## config.mk

```make
export PLATFORM = sky130hd
export DESIGN_NAME = mgp_top
export DESIGN_NICKNAME = d
export VERILOG_FILES = /design/src/logic/mgp_sync.v /design/src/logic/mgp_pin_mux.v /design/src/logic/mgp_top.v
export VERILOG_INCLUDE_DIRS = /design/src /design/src/logic
export SDC_FILE = /design/constraint.sdc
export NUM_CORES = 1
export LEC_CHECK = 0
export BUFFER_PORTS_ARGS = -buffer_cell sky130_fd_sc_hd__buf_2
export CORE_ASPECT_RATIO = 2
export CORE_MARGIN = 1
export CORE_UTILIZATION = 30
export CTS_CLUSTER_DIAMETER = 80
export DETAILED_ROUTE_END_ITERATION = 8
export GPL_TIMING_DRIVEN = 0
export PLACE_DENSITY = 0.64
export SYNTH_ARGS = -nofsm -noshare
export SYNTH_HDL_FRONTEND = slang
export SYNTH_SLANG_ARGS = --single-unit
```

## constraint.sdc

```tcl
create_clock -name ref_clk -period 1.55 [get_ports ref_clk]
set_input_delay 0.31 -clock ref_clk [delete_from_list [all_inputs] [get_ports ref_clk]]
set_output_delay 0.31 -clock ref_clk [all_outputs]
set_load 0.05 [all_outputs]
```

## src/logic/mgp_defines.vh

```
`ifndef MGP_DEFINES_VH
`define MGP_DEFINES_VH

// ----------------------------------------------------------------
// Port map: index of each port, eight bit positions per port
// ----------------------------------------------------------------
`define MGP_NPORTS        7
`define MGP_PW            8
`define MGP_ALLW          56
`define MGP_P_ADDR        3'h0
`define MGP_P_DATAH       3'h1
`define MGP_P_DATAL       3'h2
`define MGP_P_BUSCTL      3'h3
`define MGP_P_BSTROBE     3'h4
`define MGP_P_CSEL        3'h5
`define MGP_P_AUX         3'h6

// ----------------------------------------------------------------
// Per-port masks, port 0 in the low byte
// ----------------------------------------------------------------
// Positions that own a pin
`define MGP_VALID_MASK    56'hff_fe_f0_ff_ff_ff_e0
// Positions with an alternate function (address/chip select, strobes)
`define MGP_ALT_MASK      56'h00_00_f0_00_00_00_e0
// Positions whose function the operating mode fixes (data lanes)
`define MGP_MODE_FIX_MASK 56'h00_00_00_00_ff_ff_00
// Positions that are input-only in their primary function
`define MGP_PRIM_IN_MASK  56'h00_00_00_40_00_00_00

// ----------------------------------------------------------------
// Field positions and reset values
// ----------------------------------------------------------------
`define MGP_BUSCTL_OE_BIT 7
`define MGP_BUSCTL_TA_BIT 6
`define MGP_ASG_RST       56'h00_fe_f0_ff_ff_ff_e0
`define MGP_DOUT_RST      56'h00_00_00_00_00_00_00
`define MGP_DIR_RST       56'h00_00_00_00_00_00_00
`define MGP_ALT_RST       56'h00_00_00_00_00_00_00
`define MGP_IRQ_ASG_RST   7'h7f

// ----------------------------------------------------------------
// Command and readback codes
// ----------------------------------------------------------------
`define MGP_OP_WR_DOUT    3'h0
`define MGP_OP_WR_DIR     3'h1
`define MGP_OP_WR_ASG     3'h2
`define MGP_OP_WR_ALT     3'h3
`define MGP_OP_SET        3'h4
`define MGP_OP_CLR        3'h5
`define MGP_OP_WR_IRQ     3'h6
`define MGP_RD_DOUT       3'h0
`define MGP_RD_DIR        3'h1
`define MGP_RD_PIN        3'h2
`define MGP_RD_ASG        3'h3
`define MGP_RD_ALT        3'h4
`define MGP_RD_IRQ        3'h5

`endif

```

## src/logic/mgp_sync.v

```verilog
`timescale 1ns/1ps
`default_nettype none

module mgp_sync
#(
  parameter W = 8
)
(
  input  wire         ref_clk,
  input  wire         reset_n,
  input  wire [W-1:0] async_in,
  output reg  [W-1:0] sync_out
);

  // ------------------------------------------------------------
  // Two-stage synchroniser; first stage feeds only the second
  // ------------------------------------------------------------
  reg [W-1:0] meta_r;

  always @(posedge ref_clk or negedge reset_n)
  begin
    if (!reset_n)
    begin
      meta_r   <= {W{1'b0}};
      sync_out <= {W{1'b0}};
    end
    else
    begin
      meta_r   <= async_in;
      sync_out <= meta_r;
    end
  end

endmodule

`default_nettype wire

```

## src/logic/mgp_pin_mux.v

```verilog
`timescale 1ns/1ps
`default_nettype none

module mgp_pin_mux
#(
  parameter [7:0] VALID   = 8'hff,
  parameter [7:0] PRIM_IN = 8'h00
)
(
  input  wire       ref_clk,
  input  wire       reset_n,
  input  wire [7:0] asg,
  input  wire [7:0] alt,
  input  wire [7:0] dout,
  input  wire [7:0] dir,
  input  wire [7:0] prim_out,
  input  wire [7:0] prim_oe,
  input  wire [7:0] alt_out,
  input  wire [7:0] alt_oe,
  output reg  [7:0] pin_out,
  output reg  [7:0] pin_oe
);

  // ------------------------------------------------------------
  // Per-pin function select, registered onto the pad
  // ------------------------------------------------------------
  reg [7:0] out_nxt;
  reg [7:0] oe_nxt;
  reg [7:0] fn_out;
  reg [7:0] fn_oe;

  always @*
  begin
    // Primary or alternate function when assigned away from GPIO
    fn_out  = (alt & alt_out) | (~alt & prim_out);
    fn_oe   = ((alt & alt_oe) | (~alt & prim_oe)) & ~(PRIM_IN & ~alt);
    // GPIO output drives stored data whenever direction is output
    out_nxt = ((asg & fn_out) | (~asg & dout)) & VALID;
    oe_nxt  = ((asg & fn_oe) | (~asg & dir)) & VALID;
  end

  always @(posedge ref_clk or negedge reset_n)
  begin
    if (!reset_n)
    begin
      pin_out <= 8'h00;
      pin_oe  <= 8'h00;
    end
    else
    begin
      pin_out <= out_nxt;
      pin_oe  <= oe_nxt;
    end
  end

endmodule

`default_nettype wire

```

## src/logic/mgp_top.v

```verilog
// Notes on behaviour
// - Pins are grouped into ports of up to eight bit positions each.
// - Some ports use fewer than eight positions; unused ones have no pin.
// - Address, data, bus-control, strobe and chip-select ports reset to bus use.
// - All other ports reset to general-purpose I/O.
// - Software may switch bus ports to GPIO via pin-assignment writes.
// - Operating mode can fix a pin's function, overriding software.
// - Primary-function select exists for interrupt pins 7 to 1, no GPIO.
// - Each port has output data, per-bit direction and pin-level readback.
// - Separate set and clear accesses modify output data bits directly.
// - Address 23..21 are upper-address bits 7..5; chip selects 6..4 alternate.
// - Byte strobes 3..0 are strobe port bits 7..4; CAS 3..0 alternate.
// - Data 15..8 and 7..0 map to bits 7..0 of the two data ports.
`timescale 1ns/1ps
`default_nettype none
`include "mgp_defines.vh"

module mgp_top
(
  input  wire        ref_clk,
  input  wire        reset_n,
  // Software command port
  input  wire        cmd_valid,
  input  wire [2:0]  cmd_port,
  input  wire [2:0]  cmd_op,
  input  wire [7:0]  cmd_wdata,
  input  wire [2:0]  rd_port,
  input  wire [2:0]  rd_kind,
  output reg  [7:0]  rd_data,
  // Operating-mode strap from a pin
  input  wire        mode_fix_pin,
  // Peripheral side of the muxed pins, port p at bits 8p+7..8p
  input  wire [55:0] prim_out,
  input  wire [55:0] prim_oe,
  input  wire [55:0] alt_out,
  input  wire [55:0] alt_oe,
  output wire [55:0] pin_level,
  // Pad side
  input  wire [55:0] pin_in,
  output wire [55:0] pin_out,
  output wire [55:0] pin_oe,
  // Interrupt pin function selects, bit 0 stands for interrupt 1
  output reg  [6:0]  irq_primary_sel
);

  // ------------------------------------------------------------
  // Helpers
  // ------------------------------------------------------------
  function [7:0] f_byte;
    input [55:0] v;
    input [2:0]  p;
    begin
      case (p)
        3'h0:    f_byte = v[7:0];
        3'h1:    f_byte = v[15:8];
        3'h2:    f_byte = v[23:16];
        3'h3:    f_byte = v[31:24];
        3'h4:    f_byte = v[39:32];
        3'h5:    f_byte = v[47:40];
        3'h6:    f_byte = v[55:48];
        default: f_byte = 8'h00;
      endcase
    end
  endfunction

  // Set and clear act only where the written bit is one
  function [7:0] f_setclr;
    input [7:0] old;
    input [7:0] wd;
    input       is_set;
    begin
      if (is_set)
        f_setclr = old | wd;
      else
        f_setclr = old & ~wd;
    end
  endfunction

  // ------------------------------------------------------------
  // Registers and synchronised pins
  // ------------------------------------------------------------
  localparam [55:0] valid_m   = `MGP_VALID_MASK;
  localparam [55:0] alt_m     = `MGP_ALT_MASK;
  localparam [55:0] prim_in_m = `MGP_PRIM_IN_MASK;
  reg  [55:0] dout_r;
  reg  [55:0] dir_r;
  reg  [55:0] asg_r;
  reg  [55:0] alt_r;
  reg  [55:0] dout_nxt;
  reg  [55:0] dir_nxt;
  reg  [55:0] asg_nxt;
  reg  [55:0] alt_nxt;
  reg  [6:0]  irq_nxt;
  reg  [7:0]  rd_nxt;
  wire [56:0] sync_q;
  wire        mode_fix;
  wire [55:0] asg_eff;
  reg  [7:0]  cur;
  integer     i;

  mgp_sync #(.W(57)) u_sync
  (
    .ref_clk  (ref_clk),
    .reset_n  (reset_n),
    .async_in ({mode_fix_pin, pin_in}),
    .sync_out (sync_q)
  );

  assign pin_level = sync_q[55:0];
  assign mode_fix  = sync_q[56];

  // Mode-fixed positions stay on their bus function whatever is written
  assign asg_eff = asg_r | ({56{mode_fix}} & `MGP_MODE_FIX_MASK);

  // ------------------------------------------------------------
  // Command decode
  // ------------------------------------------------------------
  always @*
  begin
    dout_nxt = dout_r;
    dir_nxt  = dir_r;
    asg_nxt  = asg_r;
    alt_nxt  = alt_r;
    irq_nxt  = irq_primary_sel;
    cur      = 8'h00;
    // One pass per port keeps every position under the same decode
    for (i = 0; i < `MGP_NPORTS; i = i + 1)
    begin
      if (cmd_valid && (cmd_port == i[2:0]))
      begin
        case (cmd_op)
          `MGP_OP_WR_DOUT:
            dout_nxt[i*8 +: 8] = cmd_wdata
                                 & valid_m[i*8 +: 8];
          `MGP_OP_WR_DIR:
            dir_nxt[i*8 +: 8] = cmd_wdata
                                & valid_m[i*8 +: 8];
          `MGP_OP_WR_ASG:
            asg_nxt[i*8 +: 8] = cmd_wdata
                                & valid_m[i*8 +: 8];
          `MGP_OP_WR_ALT:
            alt_nxt[i*8 +: 8] = cmd_wdata
                                & alt_m[i*8 +: 8];
          `MGP_OP_SET:
          begin
            cur = dout_r[i*8 +: 8];
            dout_nxt[i*8 +: 8] = f_setclr(cur, cmd_wdata, 1'b1)
                                 & valid_m[i*8 +: 8];
          end
          `MGP_OP_CLR:
          begin
            cur = dout_r[i*8 +: 8];
            dout_nxt[i*8 +: 8] = f_setclr(cur, cmd_wdata, 1'b0);
          end
          default:
            cur = 8'h00;
        endcase
      end
    end
    // Interrupt selects are not tied to any port index
    if (cmd_valid && (cmd_op == `MGP_OP_WR_IRQ))
      irq_nxt = cmd_wdata[6:0];
  end

  always @(posedge ref_clk or negedge reset_n)
  begin
    if (!reset_n)
    begin
      dout_r          <= `MGP_DOUT_RST;
      dir_r           <= `MGP_DIR_RST;
      asg_r           <= `MGP_ASG_RST;
      alt_r           <= `MGP_ALT_RST;
      irq_primary_sel <= `MGP_IRQ_ASG_RST;
    end
    else
    begin
      dout_r          <= dout_nxt;
      dir_r           <= dir_nxt;
      asg_r           <= asg_nxt;
      alt_r           <= alt_nxt;
      irq_primary_sel <= irq_nxt;
    end
  end

  // ------------------------------------------------------------
  // Readback
  // ------------------------------------------------------------
  always @*
  begin
    case (rd_kind)
      `MGP_RD_DOUT: rd_nxt = f_byte(dout_r, rd_port);
      `MGP_RD_DIR:  rd_nxt = f_byte(dir_r, rd_port);
      `MGP_RD_PIN:  rd_nxt = f_byte(pin_level & `MGP_VALID_MASK,
                                    rd_port);
      `MGP_RD_ASG:  rd_nxt = f_byte(asg_eff, rd_port);
      `MGP_RD_ALT:  rd_nxt = f_byte(alt_r, rd_port);
      `MGP_RD_IRQ:  rd_nxt = {1'b0, irq_primary_sel};
      default:      rd_nxt = 8'h00;
    endcase
  end

  always @(posedge ref_clk or negedge reset_n)
  begin
    if (!reset_n)
      rd_data <= 8'h00;
    else
      rd_data <= rd_nxt;
  end

  // ------------------------------------------------------------
  // Pin muxes, one per port
  // ------------------------------------------------------------
  // Address (bits 7..5, chip-select alternate)
  mgp_pin_mux #(.VALID(8'he0), .PRIM_IN(8'h00)) u_mux_addr
  (
    .ref_clk  (ref_clk),
    .reset_n  (reset_n),
    .asg      (asg_eff[7:0]),
    .alt      (alt_r[7:0]),
    .dout     (dout_r[7:0]),
    .dir      (dir_r[7:0]),
    .prim_out (prim_out[7:0]),
    .prim_oe  (prim_oe[7:0]),
    .alt_out  (alt_out[7:0]),
    .alt_oe   (alt_oe[7:0]),
    .pin_out  (pin_out[7:0]),
    .pin_oe   (pin_oe[7:0])
  );

  // Upper data byte, data 15..8 on bits 7..0
  mgp_pin_mux #(.VALID(8'hff), .PRIM_IN(8'h00)) u_mux_datah
  (
    .ref_clk  (ref_clk),
    .reset_n  (reset_n),
    .asg      (asg_eff[15:8]),
    .alt      (alt_r[15:8]),
    .dout     (dout_r[15:8]),
    .dir      (dir_r[15:8]),
    .prim_out (prim_out[15:8]),
    .prim_oe  (prim_oe[15:8]),
    .alt_out  (alt_out[15:8]),
    .alt_oe   (alt_oe[15:8]),
    .pin_out  (pin_out[15:8]),
    .pin_oe   (pin_oe[15:8])
  );

  // Lower data byte, data 7..0 on bits 7..0
  mgp_pin_mux #(.VALID(8'hff), .PRIM_IN(8'h00)) u_mux_datal
  (
    .ref_clk  (ref_clk),
    .reset_n  (reset_n),
    .asg      (asg_eff[23:16]),
    .alt      (alt_r[23:16]),
    .dout     (dout_r[23:16]),
    .dir      (dir_r[23:16]),
    .prim_out (prim_out[23:16]),
    .prim_oe  (prim_oe[23:16]),
    .alt_out  (alt_out[23:16]),
    .alt_oe   (alt_oe[23:16]),
    .pin_out  (pin_out[23:16]),
    .pin_oe   (pin_oe[23:16])
  );

  // Bus control; acknowledge on bit 6 is never driven in bus use
  mgp_pin_mux #(.VALID(8'hff), .PRIM_IN(prim_in_m[31:24])) u_mux_busctl
  (
    .ref_clk  (ref_clk),
    .reset_n  (reset_n),
    .asg      (asg_eff[31:24]),
    .alt      (alt_r[31:24]),
    .dout     (dout_r[31:24]),
    .dir      (dir_r[31:24]),
    .prim_out (prim_out[31:24]),
    .prim_oe  (prim_oe[31:24]),
    .alt_out  (alt_out[31:24]),
    .alt_oe   (alt_oe[31:24]),
    .pin_out  (pin_out[31:24]),
    .pin_oe   (pin_oe[31:24])
  );

  // Byte strobes 3..0 on bits 7..4, CAS alternate
  mgp_pin_mux #(.VALID(8'hf0), .PRIM_IN(8'h00)) u_mux_bstrobe
  (
    .ref_clk  (ref_clk),
    .reset_n  (reset_n),
    .asg      (asg_eff[39:32]),
    .alt      (alt_r[39:32]),
    .dout     (dout_r[39:32]),
    .dir      (dir_r[39:32]),
    .prim_out (prim_out[39:32]),
    .prim_oe  (prim_oe[39:32]),
    .alt_out  (alt_out[39:32]),
    .alt_oe   (alt_oe[39:32]),
    .pin_out  (pin_out[39:32]),
    .pin_oe   (pin_oe[39:32])
  );

  // Chip selects 7..1; select 0 has no GPIO position
  mgp_pin_mux #(.VALID(8'hfe), .PRIM_IN(8'h00)) u_mux_csel
  (
    .ref_clk  (ref_clk),
    .reset_n  (reset_n),
    .asg      (asg_eff[47:40]),
    .alt      (alt_r[47:40]),
    .dout     (dout_r[47:40]),
    .dir      (dir_r[47:40]),
    .prim_out (prim_out[47:40]),
    .prim_oe  (prim_oe[47:40]),
    .alt_out  (alt_out[47:40]),
    .alt_oe   (alt_oe[47:40]),
    .pin_out  (pin_out[47:40]),
    .pin_oe   (pin_oe[47:40])
  );

  // General port outside the bus group, GPIO from reset
  mgp_pin_mux #(.VALID(8'hff), .PRIM_IN(8'h00)) u_mux_aux
  (
    .ref_clk  (ref_clk),
    .reset_n  (reset_n),
    .asg      (asg_eff[55:48]),
    .alt      (alt_r[55:48]),
    .dout     (dout_r[55:48]),
    .dir      (dir_r[55:48]),
    .prim_out (prim_out[55:48]),
    .prim_oe  (prim_oe[55:48]),
    .alt_out  (alt_out[55:48]),
    .alt_oe   (alt_oe[55:48]),
    .pin_out  (pin_out[55:48]),
    .pin_oe   (pin_oe[55:48])
  );

endmodule

`default_nettype wire

```

[Yosys cells after proc, flatten, opt, wreduce, memory -nomap -nowiden]
Index checks and enable logic that the tools add are counted.
Word-level totals
  bits in registers: 376
  bits of input ports: 304
  output and inout port bits: 183
  logic and storage cells: 192
Cells by class
  eq/ne operators: 23
  muxes and demuxes: 13
  bitwise logic cells: 79
  reduce and logical (&&, ||, !) cells: 36
Operator list (number)
  $and A8 B8 Y8: 43
  $pmux W8 S7: 4
  $or A8 B8 Y8: 25
  $pmux W8 S3: 7
  $not A8 Y8: 10
  $or A56 B24 Y56: 1
  $pmux W8 S6: 1
  $reduce_and A2 Y1: 23
  $eq A3 B3 Y1 const B: 11
  $eq A3 B2 Y1 const B: 8
  $pmux W8 S2: 1
  $eq A3 B1 Y1 const B: 4
  $logic_not A3 Y1: 4
  $logic_and A1 B1 Y1: 8
  $reduce_bool A3 Y1: 1

[Longest topological paths before layout]
Gate-level depths: netlist (run 1).
  word-level depth: 5
  gate-level depth with buffers: 8
  depth with buffers taken out: 5

[Hierarchy]
A second synthesis (run 1) with hierarchy kept.
Unflattened totals
  cells, all modules: 1270
  area total of the unflattened synthesis: 15731.3 um^2
Modules (own cells, without submodules)
  mgp_top: instances 1, cells each 765, area an instance 8693.3 um^2, sequential area each 4310.4 um^2
  mgp_sync: instances 1, cells each 114, area an instance 2852.7 um^2, sequential area each 2852.7 um^2
  mgp_pin_mux at u_mux_aux ...: instances 3, cells each 64, area an instance 700.7 um^2, sequential area each 400.4 um^2
  mgp_pin_mux at u_mux_busctl: instances 1, cells each 64, area an instance 695.7 um^2, sequential area each 400.4 um^2
  mgp_pin_mux at u_mux_csel: instances 1, cells each 59, area an instance 631.9 um^2, sequential area each 350.3 um^2
  mgp_pin_mux at u_mux_bstrobe: instances 1, cells each 41, area an instance 414.1 um^2, sequential area each 200.2 um^2
  mgp_pin_mux at u_mux_addr: instances 1, cells each 35, area an instance 341.6 um^2, sequential area each 150.1 um^2

[Worst setup path after synthesis (run 1)]
No wires, ideal clock.
  path type: reg-to-reg
  start: register u_sync.sync_out[56]
  end: register rd_data[3]
  library setup time: 0.139 ns
  arrival: 1.460 ns
  data required time: 1.411 ns
  path slack: -0.049 ns
  stages on the path, launching flop included: 7
  path buffers: 1
  period minus slack after synthesis: 1.599 ns
  cells stage by stage: dfrtp_1 -> buf_2 -> nor2_1 -> o21ai_0 -> a21oi_1 -> a211oi_1 -> or4_1
Between the ends
  longest elaborated chain between the ends: 3
Ends and longest elaborated chain
  start, declared: RTL line mgp_sync.v:12  | output reg [W-1:0] sync_out
  start signal, assigned: RTL line mgp_sync.v:25  | sync_out <= {W{1'b0}};
  start signal, assigned: RTL line mgp_sync.v:30  | sync_out <= meta_r;
  $or A56 B24 Y56: RTL line mgp_top.v:113  | assign asg_eff = asg_r | ({56{mode_fix}} & `MGP_MODE_FIX_MASK);
  $pmux W8 S7: RTL line mgp_top.v:53  | case (p)
  $pmux W8 S6: RTL line mgp_top.v:190  | case (rd_kind)
  net rd_nxt[3]: RTL line mgp_top.v:94  | reg [7:0] rd_nxt;
  end signal, assigned: RTL line mgp_top.v:207  | rd_data <= rd_nxt;
  end, declared: RTL line mgp_top.v:29  | output reg [7:0] rd_data,
The timed path passes the listed nets, and every way through them passes these cells.
A chain may end at the register's enable or synchronous reset.

[Final worst setup path (run 1)]
  start: register u_sync.sync_out[56]
  end: register rd_data[2]
The elaborated chain is that of the path after synthesis.

==> run metrics, run 1 <==
clock root buffer clkbuf_16; synthesized cell area about 0.015 mm2; Final Hold Viols 0; largest family of logic cells by synthesized area multiplexers; Final Util roughly 43%; Buffers on Ports 343; antenna viol nets, final 0; Mean Syn Cell Area 13.3 um2; library cells used by synthesis 59; Post-Synth XOR/XNOR Area 0%; hold_ws between 10 and 15 ps; Max Fclk approximately 0.54 GHz; row count ~120; Synth area leader dfrtp_1; Mapped Cells 1164; Crit path required time 1920 ps; DRC Markers 0; Synth warnings 0; Worst-path clk slew 70 ps; Total GRT Usage 25.2%; CTS buffer count 36; Post-DP Area 0.0182 mm2; Synth async-reset ratio between 90% and 100%; Setup Crit Path Kind reg -> reg; HP Start prim_out[23]; initial core utilization 30.3%; RSZ-0062 raised after global routing yes; Nets 2014; Core Area about 0.05 mm2; final WL approximately 66000 um; global-route wire length before repair 90800 um; vias per cell 4.95; Worst Skew 19.7 ps; PwrDens 1300 mW/mm2; Clock Latency Late Sink 560 ps; die height 323 um; gpl congestion 0.978; mean routed wirelength per cell 27.4 um; worst slack, placed -1430 ps; CTS tree done; TritonRoute pass-1 iters 7; failing checks setup timing; number of fill cells 4723; Sequential Area 0.00947 mm2; number of global-route vias before repair 12731; EDFF count, synth 0; via count about 12000; Area Overhead vs Synth 41.7%; worst reg2reg startpoint u_sync.sync_out[56]; MaxCap Viol Count 0; gr ovfl total 0; Synth Flop Type dfrtp_1; multiplexer area fraction after synthesis 17.4%; final slew viol count 0; Seq cells post-synth 376; worst setup margin -286 ps; maximum buffer depth of the clock tree 3; # setup viols final 25; hold path depth 2; leakage power roughly 0.010 uW; period utilization 118%; Endpoint, Worst Hold u_mux_datal.pin_out[7]; most common cell in the synthesized netlist dfrtp_1; complex-gate fraction of the synthesized area 10.0%; Max FO, Critical Path 7; post-route minimum period 1840 ps; clock sink count about 380; Setup crit end kind register; H-tree depth 2; post-synth top area share roughly 54%; DPL Wire Length 49500 um; 1st-iter DRT viols 658; adder-cell share of the synthesized area 0%; largest net degree at the start of global routing 124; reg-to-reg endpoint rd_data[2]; initial antenna violation count 4; Worst R2R Setup Slack -290 ps; layout cell share with drive strength beyond 1 50.0%; Slew headroom ~46%; Synth Area in Simple Gates 5.73%; Critical Path Start Type register; post-layout instance area 0.0219 mm2; status complete, but fails checks; Max VDD drop 0.844 mV; most instantiated cells after synthesis dfrtp_1, mux2_2, buf_4, a21oi_1, nor2_1; Multi-input gate area 0.00562 mm2; Critical Path AT about 2200 ps; Setup TNS -1980 ps; dominant cells by area after synthesis dfrtp_1, mux2_2, dfstp_2; die area 0.0525 mm2; HP Class in -> reg; cells on worst reg2reg path 6; die width between 150 and 200 um; io pins between 400 and 500; Slew @ Worst Pin 801 ps; register area share after synthesis 61.2%
==> timing repair <==
action,in CTS,in global routing
buffers inserted,32,9
hold buffers,116,0
setup endpoints to repair,165,152
gates cloned,0,1
hold endpoints to repair,143,0
pin swaps,24,9
resized for setup,272,56
==> layer usage <==
| metal | vias up | part of all wire (%) | GRT usage [%] |
|---|---|---|---|
| met4 | 4 | 8.2 | 19.1 |
| met5 | - | 0.041 | 0 |
| met2 | 551 | 53 | 46.1 |
| met3 | 184 | 5.3 | 4.01 |
| li1 | 5187 | - | - |
| met1 | 5922 | 33 | 25.1 |
==> per-stage QoR <==
stage | power, uW | std cells
2_1_floorplan | 16200 | 1183
3_3_place_gp | 18700 | 2180
3_5_place_dp | 18800 | 2183
4_1_cts | 28700 | 2388
5_1_grt | 29500 | 2392
6_report | 28500 | 2394
==> registers in the layout, summed over array words and instances, names as in the netlist, 7 cells and up <==
| register | count |
|---|---|
| dout_r | 56 |
| dir_r | 46 |
| alt_r | 7 |
| rd_data | 8 |
| u_mux_datal.pin_out | 8 |
| u_sync.sync_out | 57 |
| asg_r | 46 |
| irq_primary_sel | 7 |
| u_sync.meta_r | 57 |
| u_mux_busctl.pin_out | 8 |
| u_mux_datal.pin_oe | 8 |
| u_mux_datah.pin_out | 8 |
| u_mux_datah.pin_oe | 8 |
| u_mux_aux.pin_oe | 8 |
| u_mux_csel.pin_out | 7 |
| u_mux_aux.pin_out | 8 |
| u_mux_busctl.pin_oe | 8 |
| u_mux_csel.pin_oe | 7 |
==> report_power, final <==
group | total (uW) | switching [uW] | internal (uW)
Combinational | 6970 | 4400 | 2570
Sequential | 12500 | 1270 | 11200
Clock | 9080 | 4010 | 5060
Total | 28500 | 9680 | 18900
==> layout make-up <==
cell class | count | area share, %
Sequential cell | 376 | 43.2
Multi-Input combinational cell | 668 | 25.6
Timing Repair Buffer | 504 | 17.8
Clock buffer | 48 | 4.69
Buffer | 121 | 4.08
Tap cell | 654 | 3.74
Clock inverter | 16 | 0.748
Inverter | 3 | 0.0514
Antenna cell | 4 | 0.0457
==> worst max-delay path: stages, from the launching register on <==
cell	delay [ps]
dfrtp_1	430
buf_12	170
buf_12	130
o311ai_4	240
a21oi_2	100
a221oi_2	330
o211ai_1	250
==> how the worst max path moves through the flow <==
stage / from / to / cells past startpoint
floorplan: rd_port[0] / rd_data[6] / 5
global placement: reset_n / u_sync.meta_r[40] / 1
detailed placement: rd_port[2] / rd_data[0] / 6
CTS: u_sync.sync_out[56] / rd_data[2] / 6
global route: u_sync.sync_out[56] / rd_data[2] / 6
finish: u_sync.sync_out[56] / rd_data[2] / 6
==> cells in the final DEF (no fill, tap or decap), types with 9 or more instances in the layout <==
master         instances
clkbuf_16             38
a21oi_1               72
clkbuf_1              27
buf_2                287
nand2b_1               9
o21a_1                11
nor2_4                15
nor2b_1               11
a22o_1                25
nand2_1               36
dfrtp_1              327
o21ai_0               30
dlygate4sd3_1        115
dfstp_2               45
nor2_1                43
buf_4                 94
mux2i_1               32
conb_1                20
buf_8                 38
buf_6                 47
mux2_2               192
a22oi_1               24
==> cell families after synthesis <==
family / Yosys count
flops: 376
mux: 238
compound gates: 235
simple gates: 175
buf+inv: 139
other cells: 1
Note: power is estimated with default switching activity, not from simulation.
==> run 2, diff against run 1 <==
--- a/config.mk
+++ b/config.mk
@@ -7,7 +7,7 @@
 export NUM_CORES = 1
 export LEC_CHECK = 0
 export BUFFER_PORTS_ARGS = -buffer_cell sky130_fd_sc_hd__buf_2
-export CORE_ASPECT_RATIO = 2
+export CORE_ASPECT_RATIO = 0.6
 export CORE_MARGIN = 1
 export CORE_UTILIZATION = 30
 export CTS_CLUSTER_DIAMETER = 80
==> run metrics, run 2 (synthesis results as in run 1) <==
hold_ws -344 ps; Setup crit end kind register; Worst Skew around 21 ps; Buffers on Ports 343; HP Class in -> async; H-tree depth 2; Total GRT Usage 23.5%; Final Util 43.7%; leading cell type in the layout, fill and taps excluded dfrtp_1; initial antenna violation count 7; Crit path required time 1950 ps; Worst Setup SP u_sync.sync_out[22]; Slew headroom 18.1%; clock root buffer clkbuf_16; most frequent cells in the layout dfrtp_1, buf_2, mux2_2; Slew @ Worst Pin 1220 ps; status complete, but fails checks; DRC Markers 0; Max VDD drop 0.824 mV; vias per cell 4.99; die height 178 um; Nets 2027; mean routed wirelength per cell 25.7 um; Critical Path Start Type register; final slew viol count 0; TritonRoute pass-1 iters 8; die width 295 um; Setup Crit Path Kind reg -> reg; Tot Pwr 29300 uW; Final Hold Viols roughly 90; worst reg2reg startpoint u_sync.sync_out[22]; Setup TNS -1480 ps; MaxCap Viol Count 0; maximum buffer depth of the clock tree 3; Area Overhead vs Synth 44.1%; largest net degree at the start of global routing 105; # setup viols final 17; Critical Path AT 2210 ps; io pins just under 500; post-layout instance area 0.0223 mm2; global-route wire length before repair 86700 um; Worst-path clk slew about 60 ps; Clock Latency Late Sink 560 ps; period utilization 117%; Sequential Area 0.00947 mm2; clock sink count 376; Core Area 0.0509 mm2; Multi-input gate area 0.00556 mm2; layout cell share with drive strength beyond 1 50.0%; Post-DP Area 0.0182 mm2; failing checks hold timing, setup timing; post-route minimum period 1810 ps; Worst R2R Setup Slack -260 ps; CTS Hold Bufs 120; cells on worst reg2reg path 4; final WL between 60000 and 70000 um; Largest regs u_sync.meta_r (57), u_sync.sync_out (57), dout_r (56); Max Fclk 0.552 GHz; via count 12227; die area about 0.052 mm2; reg-to-reg endpoint rd_data[6]; number of fill cells 4726; worst setup margin -261 ps; PwrDens 1320 mW/mm2; RSZ-0062 raised after global routing yes; 1st-iter DRT viols 905; antenna viol nets, final 0; DPL Wire Length 44200 um; leakage power 0.0103 uW; initial core utilization between 30 and 40%; CTS buffer count 40; gpl congestion around 1; Max FO, Critical Path 2; gr ovfl total 0; number of global-route vias before repair ~12000; row count 64; CTS tree done
run 2: changes by cell type in the layout (fill, tap and decap cells not counted), sizes merged:
| cell | change |
|---|---|
| clkinv | -2 |
| bufbuf | +1 |
| clkinvlp | +4 |
| bufinv | +3 |
| diode | +2 |
| inv | -1 |
| clkbuf | +8 |
| buf | -1 |
| dlygate4sd3 | +5 |
run 2: final cells by class:
type                    count  area share, %
well taps                 693           3.89
clock buffers              52           4.92
inverters                   3         0.0506
repair buffers            519           18.4
clock inverters            20           1.19
diodes                      6         0.0674
multi-input cells         668           25.0
plain buffers             115           3.99
flip-flops and latches    376           42.5
run 2: power by group:
group | switching [uW] | leakage [uW] | internal, uW
logic | 4310 | 0.00504 | 2570
registers | 1100 | 0.00460 | 11200
clock network | 4260 | 0.000653 | 5870
run 2: metal layers:
layer  up-vias  global-route usage (%)  wire length [um]
li1       5236                       -                 -
met1      6243                    31.6             26700
met2       623                    35.8             28100
met3       125                    7.81              6170
met4         0                    7.19              2030
met5         -                   0.188                 0
run 2: how the worst max path moves through the flow:
| stage | endpoint | slack [ps] | cells after the start |
|---|---|---|---|
| after floorplan | rd_data[6] | -40 | 5 |
| after global placement | u_sync.sync_out[33] | -7150 | 1 |
| after detailed placement | rd_data[2] | -1280 | 7 |
| after CTS | rd_data[6] | -260 | 4 |
| after global routing | rd_data[6] | -330 | 4 |
| final | rd_data[6] | -260 | 4 |
run 2: what timing repair did:
item                                    in CTS  in global routing
endpoints found under the hold margin      209                 89
setup buffers                               35                 15
gates resized for setup                    267                 69
cloned                                       1                  2
endpoints found under the setup margin     235                190
pin swaps                                   12                 20
run 2: stage by stage:
step	cells	setup slack [ps]
global placement	2219	-7150
floorplan	1183	-39.7
detailed placement	2223	-1280
finish	2452	-261
CTS	2434	-258
global route	2450	-331
run 2: worst max-delay path, stage by stage (launching register included):
cell	delay (ps)
dfrtp_1	400
mux4_2	490
mux2_4	360
a221oi_4	260
o211ai_1	150
